--- src/clock_realign_defines.vh ---
`ifndef CLOCK_REALIGN_DEFINES_VH
`define CLOCK_REALIGN_DEFINES_VH

// Register byte offsets
`define ADR_CTRL      8'h00
`define ADR_FS_ADJ    8'h04
`define ADR_OFFSET    8'h08
`define ADR_STATUS    8'h0c
`define ADR_IRQ_STAT  8'h10
`define ADR_IRQ_MASK  8'h14

// Control bits
`define CTRL_EXT      0
`define CTRL_DDR      1
`define CTRL_EDGE     2
`define CTRL_CAL      3

// Offset register layout
`define OFS_SIGN      8

// Event bits, shared by status and mask
`define IRQ_W         4
`define IRQ_OVR       0
`define IRQ_ALIGN     1
`define IRQ_CAL       2
`define IRQ_CALHIT    3

// Reset values
`define CTRL_RST      3'h0
`define FS_ADJ_RST    9'h100
`define OFFSET_RST    9'h000

// Gain in 1/256 steps
`define GAIN_UNITY    10'h100
`define GAIN_REDUCED  10'h155
`define GAIN_EXT_BASE 10'h140

// Coding, offsets in 1/16 code steps
`define CODE_MID      17'h0_0080
`define CODE_MAX      17'h0_00ff
`define OFS_NEG_ZERO  10'h002

// Realign sequencer states
`define ST_RUN        2'h0
`define ST_HOLD       2'h1
`define ST_ARM        2'h2
`define ST_WAIT       2'h3

`endif

--- src/output_clock_realign_and_range.v ---
`timescale 1ns/10ps
`include "clock_realign_defines.vh"
// How it works
// - Realign pin may assert at any time.
// - Output clock held still while realigning.
// - Hold level set by rate and edge.
// - Asserting may cut one output pulse short.
// - Phase aligns on first falling edge after next rising edge.
// - Output clock restarts after fixed latency.
// - Output codes are 8-bit offset binary.
// - Clip out-of-range input, flag while out.
// - Extended mode takes range from register.
// - Range pin low scales to 133 percent.
// - Negative zero offset differs slightly.
// - Calibration flag high throughout calibration.
// - Over-range covers either output bus.
module output_clock_realign_and_range
#(
	parameter SAMPLE_HALF     = 2,
	parameter LATENCY_SAMPLES = 4,
	parameter CAL_CYCLES      = 1024
)
(
	input  wire        ref_clk_i,
	input  wire        reset_n_i,
	input  wire        output_clock_realign_i,
	input  wire        range_select_pin_i,
	input  wire        ddr_select_pin_i,
	input  wire        edge_select_pin_i,
	input  wire [15:0] sample_i,
	output wire        output_data_clock_o,
	output wire [7:0]  bus_a_o,
	output wire [7:0]  bus_b_o,
	output wire        over_range_o,
	output wire        calibration_active_flag_o,
	output wire        irq_o,
	input  wire        wb_cyc_i,
	input  wire        wb_stb_i,
	input  wire        wb_we_i,
	input  wire [7:0]  wb_adr_i,
	input  wire [3:0]  wb_sel_i,
	input  wire [31:0] wb_dat_i,
	output wire [31:0] wb_dat_o,
	output wire        wb_ack_o
);

	wire        rst_act;
	wire        rst_n;
	wire        hold_raw;
	reg  [2:0]  pin_meta_q;
	reg  [2:0]  pin_q;
	reg  [15:0] div_q;
	wire        samp_rise;
	wire        samp_fall;
	reg  [1:0]  state_q;
	reg  [15:0] lat_q;
	reg         output_data_clock_q;
	reg         hold_seen_q;
	wire        ext;
	wire        ddr;
	wire        edge_inv;
	wire        hold;
	wire        hold_level;
	wire [9:0]  gain;
	wire [7:0]  code;
	wire        over_now;
	reg  [7:0]  bus_a_q;
	reg  [7:0]  bus_b_q;
	reg         ovr_a_q;
	reg         ovr_b_q;
	reg         over_q;
	reg         over_old_q;
	reg         sel_b_q;
	reg         cal_q;
	reg  [15:0] cal_cnt_q;
	reg  [2:0]  ctrl_q;
	reg  [8:0]  fs_adj_q;
	reg  [8:0]  offset_q;
	reg  [3:0]  stat_q;
	reg  [3:0]  mask_q;
	reg         ack_q;
	reg  [31:0] dat_q;
	reg  [31:0] rd_d;
	wire        req;
	wire        wr;
	wire        cal_start;
	wire        align_done;
	wire        cal_done;
	wire [3:0]  events;
	wire [3:0]  w1c;

	realign_sync u_rst_sync
	(
		.clk_i   (ref_clk_i),
		.async_i (~reset_n_i),
		.sync_o  (rst_act)
	);

	assign rst_n = ~rst_act;

	// Assert takes effect with no clock at all
	realign_sync u_realign_sync
	(
		.clk_i   (ref_clk_i),
		.async_i (output_clock_realign_i),
		.sync_o  (hold_raw)
	);

	always @(posedge ref_clk_i or negedge rst_n)
	begin
		if (!rst_n)
		begin
			pin_meta_q <= 3'h0;
			pin_q      <= 3'h0;
		end
		else
		begin
			pin_meta_q <= {edge_select_pin_i, ddr_select_pin_i, range_select_pin_i};
			pin_q      <= pin_meta_q;
		end
	end

	// Sampling clock phases as enables; never reset by realign
	always @(posedge ref_clk_i or negedge rst_n)
	begin
		if (!rst_n)
			div_q <= 16'h0000;
		else if (div_q == 2 * SAMPLE_HALF - 1)
			div_q <= 16'h0000;
		else
			div_q <= div_q + 16'h0001;
	end

	assign samp_rise = (div_q == 16'h0000);
	assign samp_fall = (div_q == SAMPLE_HALF);

	assign ext      = ctrl_q[`CTRL_EXT];
	assign ddr      = ext ? ctrl_q[`CTRL_DDR] : pin_q[1];
	assign edge_inv = ext ? ctrl_q[`CTRL_EDGE] : pin_q[2];

	assign align_done = (state_q == `ST_WAIT) && samp_fall && (lat_q == 16'h0001) && !hold_raw;

	always @(posedge ref_clk_i or negedge rst_n)
	begin
		if (!rst_n)
		begin
			state_q <= `ST_RUN;
			lat_q   <= 16'h0000;
			output_data_clock_q  <= 1'b0;
		end
		else
		begin
			case (state_q)
			`ST_RUN:
			begin
				if (hold_raw)
					state_q <= `ST_HOLD;
				else if (ddr ? samp_rise : samp_fall)
					output_data_clock_q <= ~output_data_clock_q;
			end
			`ST_HOLD:
			begin
				if (!hold_raw && samp_rise)
					state_q <= `ST_ARM;
			end
			`ST_ARM:
			begin
				if (hold_raw)
					state_q <= `ST_HOLD;
				else if (samp_fall)
				begin
					output_data_clock_q  <= 1'b0;
					lat_q   <= LATENCY_SAMPLES[15:0];
					state_q <= `ST_WAIT;
				end
			end
			default:
			begin
				if (hold_raw)
					state_q <= `ST_HOLD;
				else if (samp_fall)
				begin
					lat_q <= lat_q - 16'h0001;
					if (lat_q == 16'h0001)
						state_q <= `ST_RUN;
				end
			end
			endcase
		end
	end

	// Forced straight from the async chain, so a short pulse can occur
	assign hold       = hold_raw || (state_q != `ST_RUN);
	assign hold_level = ddr ? edge_inv : ~edge_inv;
	assign output_data_clock_o = hold ? hold_level : (output_data_clock_q ^ edge_inv);

	assign gain = ext ? (`GAIN_EXT_BASE - {3'b000, fs_adj_q[8:2]})
	            : (pin_q[0] ? `GAIN_UNITY : `GAIN_REDUCED);

	sample_coder u_coder
	(
		.sample_i  (sample_i),
		.gain_i    (gain),
		.ofs_mag_i (ext ? offset_q[7:0] : 8'h00),
		.ofs_neg_i (ext && offset_q[`OFS_SIGN]),
		.code_o    (code),
		.over_o    (over_now)
	);

	// One-to-two demux onto alternate buses
	always @(posedge ref_clk_i or negedge rst_n)
	begin
		if (!rst_n)
		begin
			bus_a_q <= 8'h80;
			bus_b_q <= 8'h80;
			ovr_a_q <= 1'b0;
			ovr_b_q <= 1'b0;
			over_q  <= 1'b0;
			sel_b_q <= 1'b0;
		end
		else if (samp_rise)
		begin
			sel_b_q <= ~sel_b_q;
			if (sel_b_q)
			begin
				bus_b_q <= code;
				ovr_b_q <= over_now;
				over_q  <= over_now | ovr_a_q;
			end
			else
			begin
				bus_a_q <= code;
				ovr_a_q <= over_now;
				over_q  <= over_now | ovr_b_q;
			end
		end
	end

	assign bus_a_o      = bus_a_q;
	assign bus_b_o      = bus_b_q;
	assign over_range_o = over_q;

	assign req       = wb_cyc_i && wb_stb_i;
	assign wr        = req && wb_we_i && ack_q;
	assign cal_start = wr && (wb_adr_i == `ADR_CTRL) && wb_sel_i[0]
	                   && wb_dat_i[`CTRL_CAL];

	// Power-up calibration, rerun on command
	always @(posedge ref_clk_i or negedge rst_n)
	begin
		if (!rst_n)
		begin
			cal_q     <= 1'b1;
			cal_cnt_q <= 16'h0000;
		end
		else if (cal_start)
		begin
			cal_q     <= 1'b1;
			cal_cnt_q <= 16'h0000;
		end
		else if (cal_q)
		begin
			cal_cnt_q <= cal_cnt_q + 16'h0001;
			if (cal_cnt_q == CAL_CYCLES - 1)
				cal_q <= 1'b0;
		end
	end

	assign cal_done = cal_q && !cal_start && (cal_cnt_q == CAL_CYCLES - 1);
	assign calibration_active_flag_o = cal_q;

	always @(posedge ref_clk_i or negedge rst_n)
	begin
		if (!rst_n)
		begin
			hold_seen_q <= 1'b0;
			over_old_q  <= 1'b0;
		end
		else
		begin
			hold_seen_q <= hold_raw;
			over_old_q  <= over_q;
		end
	end

	// A realign during calibration cannot be refused, only reported
	assign events[`IRQ_OVR]    = over_q && !over_old_q;
	assign events[`IRQ_ALIGN]  = align_done;
	assign events[`IRQ_CAL]    = cal_done;
	assign events[`IRQ_CALHIT] = hold_raw && !hold_seen_q && cal_q;

	assign w1c = (wr && (wb_adr_i == `ADR_IRQ_STAT) && wb_sel_i[0]) ? wb_dat_i[3:0] : 4'h0;

	always @*
	begin
		rd_d = 32'h0000_0000;
		if (wb_adr_i == `ADR_CTRL)
			rd_d[2:0] = ctrl_q;
		else if (wb_adr_i == `ADR_FS_ADJ)
			rd_d[8:0] = fs_adj_q;
		else if (wb_adr_i == `ADR_OFFSET)
			rd_d[8:0] = offset_q;
		else if (wb_adr_i == `ADR_STATUS)
			rd_d[3:0] = {state_q != `ST_RUN, over_q, hold, cal_q};
		else if (wb_adr_i == `ADR_IRQ_STAT)
			rd_d[3:0] = stat_q;
		else if (wb_adr_i == `ADR_IRQ_MASK)
			rd_d[3:0] = mask_q;
	end

	always @(posedge ref_clk_i or negedge rst_n)
	begin
		if (!rst_n)
		begin
			ack_q    <= 1'b0;
			dat_q    <= 32'h0000_0000;
			ctrl_q   <= `CTRL_RST;
			fs_adj_q <= `FS_ADJ_RST;
			offset_q <= `OFFSET_RST;
			stat_q   <= 4'h0;
			mask_q   <= 4'h0;
		end
		else
		begin
			ack_q <= req && !ack_q;
			if (req && !ack_q)
				dat_q <= rd_d;
			// Set wins over a same-cycle clear
			stat_q <= (stat_q & ~w1c) | events;
			if (wr && (wb_adr_i == `ADR_CTRL) && wb_sel_i[0])
				ctrl_q <= wb_dat_i[2:0];
			if (wr && (wb_adr_i == `ADR_FS_ADJ))
			begin
				if (wb_sel_i[0])
					fs_adj_q[7:0] <= wb_dat_i[7:0];
				if (wb_sel_i[1])
					fs_adj_q[8] <= wb_dat_i[8];
			end
			if (wr && (wb_adr_i == `ADR_OFFSET))
			begin
				if (wb_sel_i[0])
					offset_q[7:0] <= wb_dat_i[7:0];
				if (wb_sel_i[1])
					offset_q[8] <= wb_dat_i[8];
			end
			if (wr && (wb_adr_i == `ADR_IRQ_MASK) && wb_sel_i[0])
				mask_q <= wb_dat_i[3:0];
		end
	end

	assign wb_ack_o = ack_q;
	assign wb_dat_o = dat_q;
	assign irq_o    = |(stat_q & mask_q);

endmodule

--- src/realign_sync.v ---
`timescale 1ns/10ps
module realign_sync
(
	input  wire clk_i,
	input  wire async_i,
	output wire sync_o
);

	reg meta_q;
	reg sync_q;

	// Asserts at once, releases only on a clock edge
	always @(posedge clk_i or posedge async_i)
	begin
		if (async_i)
		begin
			meta_q <= 1'b1;
			sync_q <= 1'b1;
		end
		else
		begin
			meta_q <= 1'b0;
			sync_q <= meta_q;
		end
	end

	assign sync_o = sync_q;

endmodule

--- src/sample_coder.v ---
`timescale 1ns/10ps
`include "clock_realign_defines.vh"
module sample_coder
(
	input  wire signed [15:0] sample_i,
	input  wire        [9:0]  gain_i,
	input  wire        [7:0]  ofs_mag_i,
	input  wire               ofs_neg_i,
	output reg         [7:0]  code_o,
	output reg                over_o
);

	wire signed [26:0] prod;
	wire signed [18:0] scaled;
	wire        [9:0]  neg_mag;
	wire signed [9:0]  ofs;
	wire signed [19:0] fine;
	wire signed [16:0] code;

	assign prod    = sample_i * $signed({1'b0, gain_i});
	assign scaled  = prod[26:8];
	// Negative zero is not zero: a small extra step
	assign neg_mag = {2'b00, ofs_mag_i} + `OFS_NEG_ZERO;
	assign ofs     = ofs_neg_i ? -$signed(neg_mag) : $signed({2'b00, ofs_mag_i});
	assign fine    = {scaled[18], scaled} + {{10{ofs[9]}}, ofs};
	// A part-select is unsigned; keep the sign or small negatives clip
	assign code    = $signed(fine[19:4]) + $signed(`CODE_MID);

	always @*
	begin
		over_o = 1'b0;
		code_o = code[7:0];
		if (code < $signed(17'h0_0000))
		begin
			over_o = 1'b1;
			code_o = 8'h00;
		end
		else if (code > $signed(`CODE_MAX))
		begin
			over_o = 1'b1;
			code_o = 8'hff;
		end
	end

endmodule

--- config.mk ---
export PLATFORM = sky130hd
export DESIGN_NAME = output_clock_realign_and_range
export DESIGN_NICKNAME = d
export VERILOG_FILES = /design/src/output_clock_realign_and_range.v /design/src/realign_sync.v /design/src/sample_coder.v
export VERILOG_INCLUDE_DIRS = /design/src
export SDC_FILE = /design/constraint.sdc
export NUM_CORES = 1
export LEC_CHECK = 0
export BUFFER_PORTS_ARGS = -buffer_cell sky130_fd_sc_hd__buf_4
export CAP_MARGIN = 20
export CELL_PAD_IN_SITES_DETAIL_PLACEMENT = 1
export CELL_PAD_IN_SITES_GLOBAL_PLACEMENT = 1
export CORE_MARGIN = 4
export CORE_UTILIZATION = 44
export CTS_BUF_LIST = sky130_fd_sc_hd__clkbuf_8
export CTS_CLUSTER_SIZE = 14
export DETAILED_ROUTE_END_ITERATION = 7
export PLACE_DENSITY_LB_ADDON = 0.1
export REMOVE_ABC_BUFFERS = 1
export SLEW_MARGIN = 20
export SYNTH_ARGS = -nofsm -noshare
export SYNTH_HDL_FRONTEND = slang
export SYNTH_SLANG_ARGS = --single-unit
--- constraint.sdc ---
create_clock -name ref_clk_i -period 3.6 [get_ports ref_clk_i]
set_input_delay 0.18 -clock ref_clk_i [delete_from_list [all_inputs] [get_ports ref_clk_i]]
set_output_delay 0.18 -clock ref_clk_i [all_outputs]
set_load 0.05 [all_outputs]
**After elaboration in Yosys (flattened, before gate mapping)**

Cells that the tools add are included.

- Register bits after elaboration: 123
- Input port bits: 69
- Output and inout bits: 53
- Word-level logic and storage cells: 166

- Add/sub/neg operators: 8
- Multiply operators: 1
- Order comparisons: 2
- Equal/unequal tests: 19
- Mux-type cells: 47
- Bitwise gates (word level): 12
- Reductions and logical operators: 48

Operators by type and width:

| cell | number |
|---|---|
| 16-bit two-way mux | 7 |
| 16-bit by 1-bit adder with 16-bit output (second input constant) | 2 |
| 16-bit by 2-bit equality test with 1-bit output (second input constant) | 2 |
| 16-bit case mux with 2 select lines | 1 |
| 16-bit by 11-bit multiplier with 27-bit output | 1 |
| 8-bit two-way mux | 3 |
| 1-bit logical AND | 23 |
| 19-bit by 10-bit adder with 20-bit output | 1 |
| 10-bit two-way mux | 2 |
| 4-bit two-way mux | 5 |
| 16-bit by 9-bit adder with 17-bit output (second input constant) | 1 |
| 17-bit by 9-bit > comparator with 1-bit output (second input constant) | 1 |
| 17-bit by 1-bit < comparator with 1-bit output (second input constant) | 1 |
| 16-bit by 1-bit equality test with 1-bit output (second input constant) | 1 |
| 16-bit by 10-bit equality test with 1-bit output (second input constant) | 1 |
| 8-bit by 4-bit equality test with 1-bit output (second input constant) | 2 |
| 8-bit by 5-bit equality test with 1-bit output (second input constant) | 2 |
| 16-bit zero test | 1 |
| 16-bit by 1-bit subtractor with 16-bit output (second input constant) | 1 |
| 1-bit two-way mux | 15 |
| 2-bit two-way mux | 7 |
| 2-bit AND reduction | 6 |
| 2-bit inequality test (second input constant) | 5 |
| 10-bit negator | 1 |
| other kinds (31) | 45 |

**Logic depth before layout (Yosys ltp)**

Gate-level depths: netlist of run 1.

- Depth after elaboration: 11
- Depth in mapped cells: 45

**Cells and area by module**

A second synthesis of run 1 with hierarchy kept.

- Cell total of the unflattened synthesis: 1442
- Area total of the unflattened synthesis: 13292.7 um^2

By module, submodules not included:

| module | times used | cells an instance | area each (um^2) |
|---|---|---|---|
| sample_coder | 1 | 836 | 7053.0 |
| output_clock_realign_and_range | 1 | 598 | 6119.6 |
| realign_sync | 2 | 4 | 60.1 |

**Least setup slack after synthesis of run 1**

No wires, ideal clock.

- Path type: register to register
- Start: register fs_adj_q[4]
- End: register bus_b_q[0], in the netlist bus_b_o[0]
- Arrival: 9.089 ns
- Required time: 3.460 ns
- Slack: -5.629 ns
- Stages on the path, launching flop included: 39
- Path buffers: 2
- Clock period less this slack: 9.229 ns
- Path through: dfrtp_1 -> or3_1 -> or3_1 -> xor2_1 -> and2_0 -> clkbuf_1 -> nand2_1 -> fa_1 -> fa_1 -> inv_1 -> fa_1 -> fa_1 -> inv_1 -> fa_1 -> inv_1 -> ha_1 -> a21o_1 -> a21o_1 -> [3 not listed] -> a21oi_1 -> a21oi_1 -> nor2b_1 -> nor2_1 -> xnor2_1 -> ha_1 -> a21o_1 -> a21o_1 -> a21o_1 -> or3_1 -> a31oi_1 -> nor4_1 -> or2_2 -> xnor2_1 -> or3_4 -> a2111oi_4 -> buf_6 -> a22oi_2

- Word-level cells in the longest chain between the ends: 8

Ends and longest elaborated chain:

| what | RTL line | source |
|---|---|---|
| from (decl) | output_clock_realign_and_range.v:77 | `reg [8:0] fs_adj_q;` |
| from (signal assigned) | output_clock_realign_and_range.v:319 | `` fs_adj_q <= `FS_ADJ_RST; `` |
| from (signal assigned) | output_clock_realign_and_range.v:336 | `fs_adj_q[7:0] <= wb_dat_i[7:0];` |
| 9-bit by 7-bit subtractor with 10-bit output (no line) * | n/a |  |
| 10-bit two-way mux * | output_clock_realign_and_range.v:197 | `` assign gain = ext ? (`GAIN_EXT_BASE - {3'b000, fs_adj_q[8:2]}) `` |
| 16-bit by 11-bit multiplier with 27-bit output * | sample_coder.v:20 | `assign prod = sample_i * $signed({1'b0, gain_i});` |
| 19-bit by 10-bit adder with 20-bit output * | sample_coder.v:25 | `assign fine = {scaled[18], scaled} + {{10{ofs[9]}}, ofs};` |
| 16-bit by 9-bit adder with 17-bit output * | sample_coder.v:27 | `` assign code = $signed(fine[19:4]) + $signed(`CODE_MID); `` |
| 17-bit by 9-bit > comparator with 1-bit output | sample_coder.v:38 | `` else if (code > $signed(`CODE_MAX)) `` |
| 8-bit two-way mux | sample_coder.v:38 |  |
| 8-bit two-way mux * | sample_coder.v:33 | `if (code < $signed(17'h0_0000))` |
| to (signal assigned) | output_clock_realign_and_range.v:227 | `bus_b_q <= code;` |
| to (decl) | output_clock_realign_and_range.v:68 | `reg [7:0] bus_b_q;` |

Mark *: on every way between the ends. The rest lies on a longest branch, timed or not.
A chain may end at the register's enable or synchronous reset.

**Final worst setup path of run 1**

- Start: register fs_adj_q[4]
- End: register bus_a_q[0], in the netlist bus_a_o[0]

- Word-level cells in the longest chain between the ends: 8

Ends and longest elaborated chain:

| what | RTL line | source |
|---|---|---|
| 9-bit by 7-bit subtractor with 10-bit output (no line) * | n/a |  |
| 10-bit two-way mux * | output_clock_realign_and_range.v:197 |  |
| 16-bit by 11-bit multiplier with 27-bit output * | sample_coder.v:20 |  |
| 19-bit by 10-bit adder with 20-bit output * | sample_coder.v:25 |  |
| 16-bit by 9-bit adder with 17-bit output * | sample_coder.v:27 |  |
| 17-bit by 9-bit > comparator with 1-bit output | sample_coder.v:38 |  |
| 8-bit two-way mux | sample_coder.v:38 |  |
| 8-bit two-way mux * | sample_coder.v:33 |  |
| to (signal assigned) | output_clock_realign_and_range.v:233 | `bus_a_q <= code;` |
| to (decl) | output_clock_realign_and_range.v:67 | `reg [7:0] bus_a_q;` |

Marks and branches as above.

==> results of run 1 <==
[power breakdown]
group          leakage [nW]  switching [mW]  internal (mW)  total [mW]
clock network         0.217           0.602          0.757        1.36
registers              1.58           0.150           1.57        1.72
logic                  6.46            3.80           3.55        7.36
total                  8.26            4.56           5.88        10.4
[worst max-delay path, delay by kind of cell (launching register included)]
family / cells / cell delay, ns
xor+xnor: 3 / 0.44
simple gates: 10 / 2.76
compound gates: 7 / 1.41
flops: 1 / 0.39
buf+inv: 10 / 1.08
fa+ha+maj: 7 / 2.84
[state kept, by name, indices dropped and copies added, names as in the netlist, 2 cells and up]
name        count
cal_cnt_q      16
div_q          16
lat_q          16
fs_adj_q        9
offset_q        9
wb_dat_o        9
bus_a_o         8
bus_b_o         8
mask_q          4
stat_q          4
ctrl_q          3
pin_meta_q      3
pin_q           3
state_q         2
[repair_timing]
action / in CTS / in global routing
endpoints found under the hold margin: 19 / 0
gates resized for setup: 104 / 41
pin swaps: 84 / 63
cloned: 4 / 0
hold buffers: 12 / 0
setup endpoints to repair: 19 / 19
setup buffers: 16 / 14
[path summary, 6_finish.rpt]
kind	startpoint	to	slack, ns
max	fs_adj_q[4]$_DFFE_PP0P_	bus_a_o[0]$_DFFE_PP0P_	-5.46
min	wb_dat_i[1]	fs_adj_q[1]$_DFFE_PP0P_	0.03
max reg2reg	fs_adj_q[4]$_DFFE_PP0P_	bus_a_o[0]$_DFFE_PP0P_	-5.46
min reg2reg	pin_meta_q[2]$_DFF_PP0_	pin_q[2]$_DFF_PP0_	0.35
max in group asynchronous	u_rst_sync.sync_o$_DFF_PN1_	calibration_active_flag_o$_DFF_PP1_	2.40
min in group asynchronous	reset_n_i	u_rst_sync.meta_q$_DFF_PN1_	0.21
[final cells by class]
type,instances,area share (%)
clock buffers,17,1.40
clock inverters,15,1.21
inverters,192,4.33
multi-input cells,1026,54.9
flip-flops and latches,123,18.5
well taps,384,2.87
repair buffers,350,16.9
[per-layer routing]
metal	up-vias	share of wire, %
li1	5156	-
met1	5538	44
met2	143	52
met3	46	2.1
met4	0	1.4
met5	-	0
[cells by family (layout without fill, tap and decap cells)]
logic type / Yosys count / after routing / share of synthesized area [%]
compound gates: 178 / 178 / 9.54
xor+xnor: 91 / 91 / 6.32
fa+ha+maj: 213 / 213 / 28.4
buf+inv: 273 / 574 / 8.84
flops: 123 / 123 / 24.2
mux: 42 / 42 / 3.55
other cells: 1 / 25 / 0.0294
simple gates: 477 / 477 / 19.1
[through the flow]
| step | hold WS, ns | cell area [sq um] | cells |
|---|---|---|---|
| finish | 0.0323 | 16700 | 2107 |
| global route | 0.00719 | 16700 | 2107 |
| detailed placement | 0.125 | 15300 | 2032 |
| global placement | 0.124 | 15300 | 2032 |
| floorplan | 0.0322 | 12400 | 1341 |
| CTS | 0.00992 | 16500 | 2096 |
[placed cells by master (no fill, tap or decap), drive strengths merged, types with 8 or more instances in the layout]
cell type	n
a21o	12
a21oi	43
a22oi	25
and2	27
and3	31
buf	338
clkbuf	17
conb	25
dfrtp	115
dfstp	8
dlygate4sd3	12
fa	127
ha	86
inv	196
mux2	25
mux2i	17
nand2	163
nand2b	10
nand3	41
nand4	13
nor2	70
nor2b	25
nor3	24
nor3b	17
nor4	10
o21ai	49
o22ai	9
or3	17
xnor2	58
xor2	33
==> out/metrics.cfg, run 1 <==
[worst_setup_path]
cp_data_required_time_ns=3.92
crit_path_frequent_cell=or3_4
r2r_cells=37
crit_path_max_incr_delay_ns=0.56
startpoint_type=flip-flop
worstPathMaxFanout=7
critPathKind=reg -> reg
cp-end-kind=flip-flop
crit_slowest_cell=fa_1
crit_arrival_ns=9.38

[clock_tree]
cts_root_buf=clkbuf_8
clk_pin_slew_ns=0.08
cts_num_sinks=123
htree_num_levels=4
cts_made_buffers=17
insertion_delay_ns=0.45
cts_buffer_depth=2
tritoncts=built

[synthesis]
ys_seq_elements=123
synthesis.area_sq_um=12700
synth.distinct_cells=74
yosysTopAreaCellShare_pct=22.6
syn_avg_cell_area_sq_um=9.11
synth_enable_flop_cells=0
ys_async_sr_fraction_pct=100
yosysTopAreaCell=dfrtp_1
syn-instance-count=1398
yosys-top-cells-count=inv_1 (192), nand2_1 (163), fa_1 (127)
yosysMostFrequentCell=inv_1
yosysWarnings=0
synth_ff_type=dfrtp_1
synthTopCellsByArea=dfrtp_1 (23%), fa_1 (20%), ha_1 (8.4%), inv_1 (5.7%), nand2_1 (4.8%)
yosysSeqAreaShare_pct=24.2

[run_status]
status=finished, violations left
violations=setup timing

[global_route]
grt-ovfl-total=0
grt_pass1_wl_um=60600
grt_pass1_vias=12233
grt_start_max_net_pins=65
grt_use_met3_pct=2.25
grt.total_usage_pct=23.3
grt-busiest-layer=met2
grt.met1_usage_pct=30.4
use_met2_pct=42.2
antenna_found_initial=0

[cells_and_area]
drive_above_1_share_pct=31.5
nFillCells=3269
seqCellArea_sq_um=3090
nNetsFinal=1992
antenna_cells=0
syn_to_final_growth_pct=31.2
multi_input_area_sq_um=9170
fin_util_pct=58.4

[power]
p_total_mw=10.4
power_density_nw_per_um2=625
p_leak_nw=8.26
vdd_drop_max_mv=0.834

[detailed_routing]
vias_per_cell=5.17
dr.pass1.iters=4
wl_um=35900
via_count=10883
drc=0
first_iter_violations=342
wl_per_cell_um=17.0
drtAntennaViolNets=0

[run]
cap_violations=0

[floorplanning]
die_w_um=178
dieArea_sq_um=31700
fp.coreArea_sq_um=28600
start_util_pct=44.5
io_pins=122
rows=62
die_y_um=178

[timing]
setup_slack_ns=-5.46
setup_violations=19
rsz0062_at_grt=true
max_slew_margin_pct=42.5
max_freq_mhz=110
worstMarginPinSlew_ns=0.861
finalCritPeriodShare_pct=252
hold_viol=0
clock_skew_ns=0.0138
fin_tns_setup_ns=-103.12
period_minus_slack_ns=9.06
drv_slew=0

[min_path]
min_delay_path_depth=2
min_path_type=in -> reg

[placed_design]
globalplace.congestion=0.810
dp_slack_ns=-5.77
dp_hpwl_um=27600
portBuffers=73

No activity file was read; power rests on OpenSTA's default activity.
==> inputs of run 2 (changes only) <==
REMOVE_ABC_BUFFERS = not set   (was 1)
==> run 2 against run 1 <==
Compared with the run above: the flow still finishes with violations (setup timing); routed wire length is 1.1% lower; maximum frequency is 1.8% higher; critical path depth stayed put; power is 1.7% higher; cell count is 0.19% higher; sequential power hardly changed; combinational power is 3.0% higher; global-route usage is 0.71 points lower; hold slack better by 0.014 ns; largest power group unchanged.
==> out/metrics.cfg, run 2 (synthesis gave the netlist of run 1 again) <==
[timing]
hold_viol=0  ; unchanged
period_minus_slack_ns=8.90  ; -0.156 ns
fin_tns_setup_ns=-100.14  ; +2.98 ns
hold_slack_ns=0.0462  ; +0.0139 ns
setup_violations=19  ; unchanged
rsz0062_at_grt=true
max_freq_mhz=112  ; +1.8%
worstMarginPinSlew_ns=0.835  ; -0.0264 ns
drv_slew=0  ; unchanged
clock_skew_ns=0.0141  ; +0.000317 ns
setup_slack_ns=-5.30  ; +0.156 ns
max_slew_margin_pct=44.3  ; +1.8 points
finalCritPeriodShare_pct=247  ; -4.3 points

[detailed_routing]
drc=0  ; unchanged
first_iter_violations=464  ; +36%
vias_per_cell=5.16  ; about the same
wl_um=35500  ; -1.1%
drtAntennaViolNets=0  ; unchanged
wl_per_cell_um=16.8  ; -1.2%
via_count=10895  ; +0.11%
dr.pass1.iters=5  ; +1

[worst_setup_path]
worstPathMaxFanout=5  ; -2
r2r_cells=37  ; unchanged
rr_startpoint=fs_adj_q[3]$_DFFE_PP0P_
crit_path_frequent_cell=or3_4
critPathKind=reg -> reg
crit_arrival_ns=9.24  ; -0.14 ns
cp-end-kind=flip-flop
crit_path_end=bus_b_o[2]$_DFFE_PP0P_
crit_path_max_incr_delay_ns=0.54  ; -0.02 ns
crit_path_start=fs_adj_q[3]$_DFFE_PP0P_
crit_slowest_cell=fa_1
rrSetupSlack_ns=-5.30  ; +0.16 ns
rr_endpoint=bus_b_o[2]$_DFFE_PP0P_
cp_data_required_time_ns=3.94  ; +0.02 ns
startpoint_type=flip-flop

[power]
power_density_nw_per_um2=631  ; +1.0%
p_leak_nw=8.27  ; +0.16%
vdd_drop_max_mv=0.523  ; -37%

[clock_tree]
cts_buffer_depth=2  ; unchanged
cts_num_sinks=123  ; unchanged
cts_made_buffers=17  ; unchanged
clk_pin_slew_ns=0.08  ; about the same
cts_root_buf=clkbuf_8
tritoncts=built
insertion_delay_ns=0.45  ; about the same
htree_num_levels=4  ; unchanged

[cells_and_area]
antenna_cells=0  ; unchanged
postLayoutCellArea_sq_um=16800  ; +0.63%
nNetsFinal=1996  ; +0.20%
layout_common_cells=buf_4 (322), inv_1 (177), nand2_1 (149)
syn_to_final_growth_pct=32.0
drive_above_1_share_pct=32.0  ; +0.51 points
largest_registers=cal_cnt_q x16, div_q x16, lat_q x16
fin_util_pct=58.8  ; +0.37 points
layout_commonest_cell=buf_4

[placed_design]
portBuffers=73  ; unchanged
globalplace.congestion=0.817  ; +0.88%
dp_hpwl_um=27000  ; -2.0%
placed_cell_area_sq_um=15600  ; +1.9%

[global_route]
grt_pass1_wl_um=58400  ; -3.7%
grt_pass1_vias=11822  ; -3.4%
grt.total_usage_pct=22.6  ; -0.71 points
grt-ovfl-total=0  ; unchanged
grt_start_max_net_pins=74  ; +14%
antenna_found_initial=0  ; unchanged

[floorplanning]
rows=62  ; unchanged
die_w_um=178  ; unchanged
io_pins=122  ; unchanged
die_y_um=178  ; unchanged
start_util_pct=44.5  ; unchanged
dieArea_sq_um=31700  ; unchanged
fp.coreArea_sq_um=28600  ; unchanged

[run]
cap_violations=0  ; unchanged

[min_path]
hp-start=wb_dat_i[2]
min_path_type=in -> reg

[run_status]
status=finished, violations left
violations=setup timing

==> run 2: worst min-delay path by stage <==
stage,end,slack [ns],depth (start not counted)
floorplan,u_rst_sync.meta_q$_DFF_PN1_,0.03,0
global placement,u_rst_sync.meta_q$_DFF_PN1_,0.12,1
detailed placement,u_rst_sync.meta_q$_DFF_PN1_,0.13,1
CTS,mask_q[2]$_DFFE_PP0P_,0.007,2
global route,mask_q[2]$_DFFE_PP0P_,0.02,2
finish,mask_q[2]$_DFFE_PP0P_,0.05,2
==> run 2: where the power goes <==
group / leakage (nW) / total, mW / internal (mW) / switching, mW
registers: 1.58 / 1.72 / 1.57 / 0.148
clock network: 0.206 / 1.32 / 0.733 / 0.583
logic: 6.49 / 7.58 / 3.65 / 3.93
==> run 2: timing repair <==
item                                   in CTS  in global routing
pin swaps                                  13                 31
setup endpoints to repair                  19                 19
endpoints found under the hold margin      26                  0
setup buffers                              15                  8
hold buffers                               13                  0
gates cloned                                2                  1
resized for setup                          59                 38
==> run 2: area by class of cell <==
cell class | instances | area [sq um]
Sequential cell | 123 | 3090
Clock buffer | 20 | 275
Clock inverter | 12 | 145
Tap cell | 384 | 480
Inverter | 192 | 723
Timing Repair Buffer | 354 | 2840
Multi-Input combinational cell | 1026 | 9270
Fill cell | 3271 | 11800
==> run 2: metal layers <==
| metal | vias to the layer above | track usage (%) | routed length (um) |
|---|---|---|---|
| met4 | 0 | 4.35 | 381 |
| met2 | 121 | 40.7 | 18600 |
| li1 | 5163 | - | - |
| met1 | 5574 | 29.6 | 15700 |
| met5 | - | 0 | 0 |
| met3 | 37 | 2.46 | 826 |
==> run 2: worst max-delay path: cells and delay by family, from the launching register on <==
kind / cells / cell delay [ns]
AOI/OAI and AO/OA: 6 / 1.18
xor gates and xnor gates: 3 / 0.46
adders and majority gates: 7 / 2.76
buffers and inverters: 9 / 0.79
DFF: 1 / 0.40
and+or+nand+nor: 12 / 3.20
==> run 2: stage by stage <==
step / std cells / setup slack [ns] / power (mW)
after detailed placement: 2041 / -5.31 / 8.29
after CTS: 2103 / -5.16 / 10.1
final: 2111 / -5.30 / 10.6
after floorplan: 1422 / -4.91 / 5.79
after global placement: 2041 / -5.17 / 8.08
after global routing: 2111 / -5.71 / 11.4
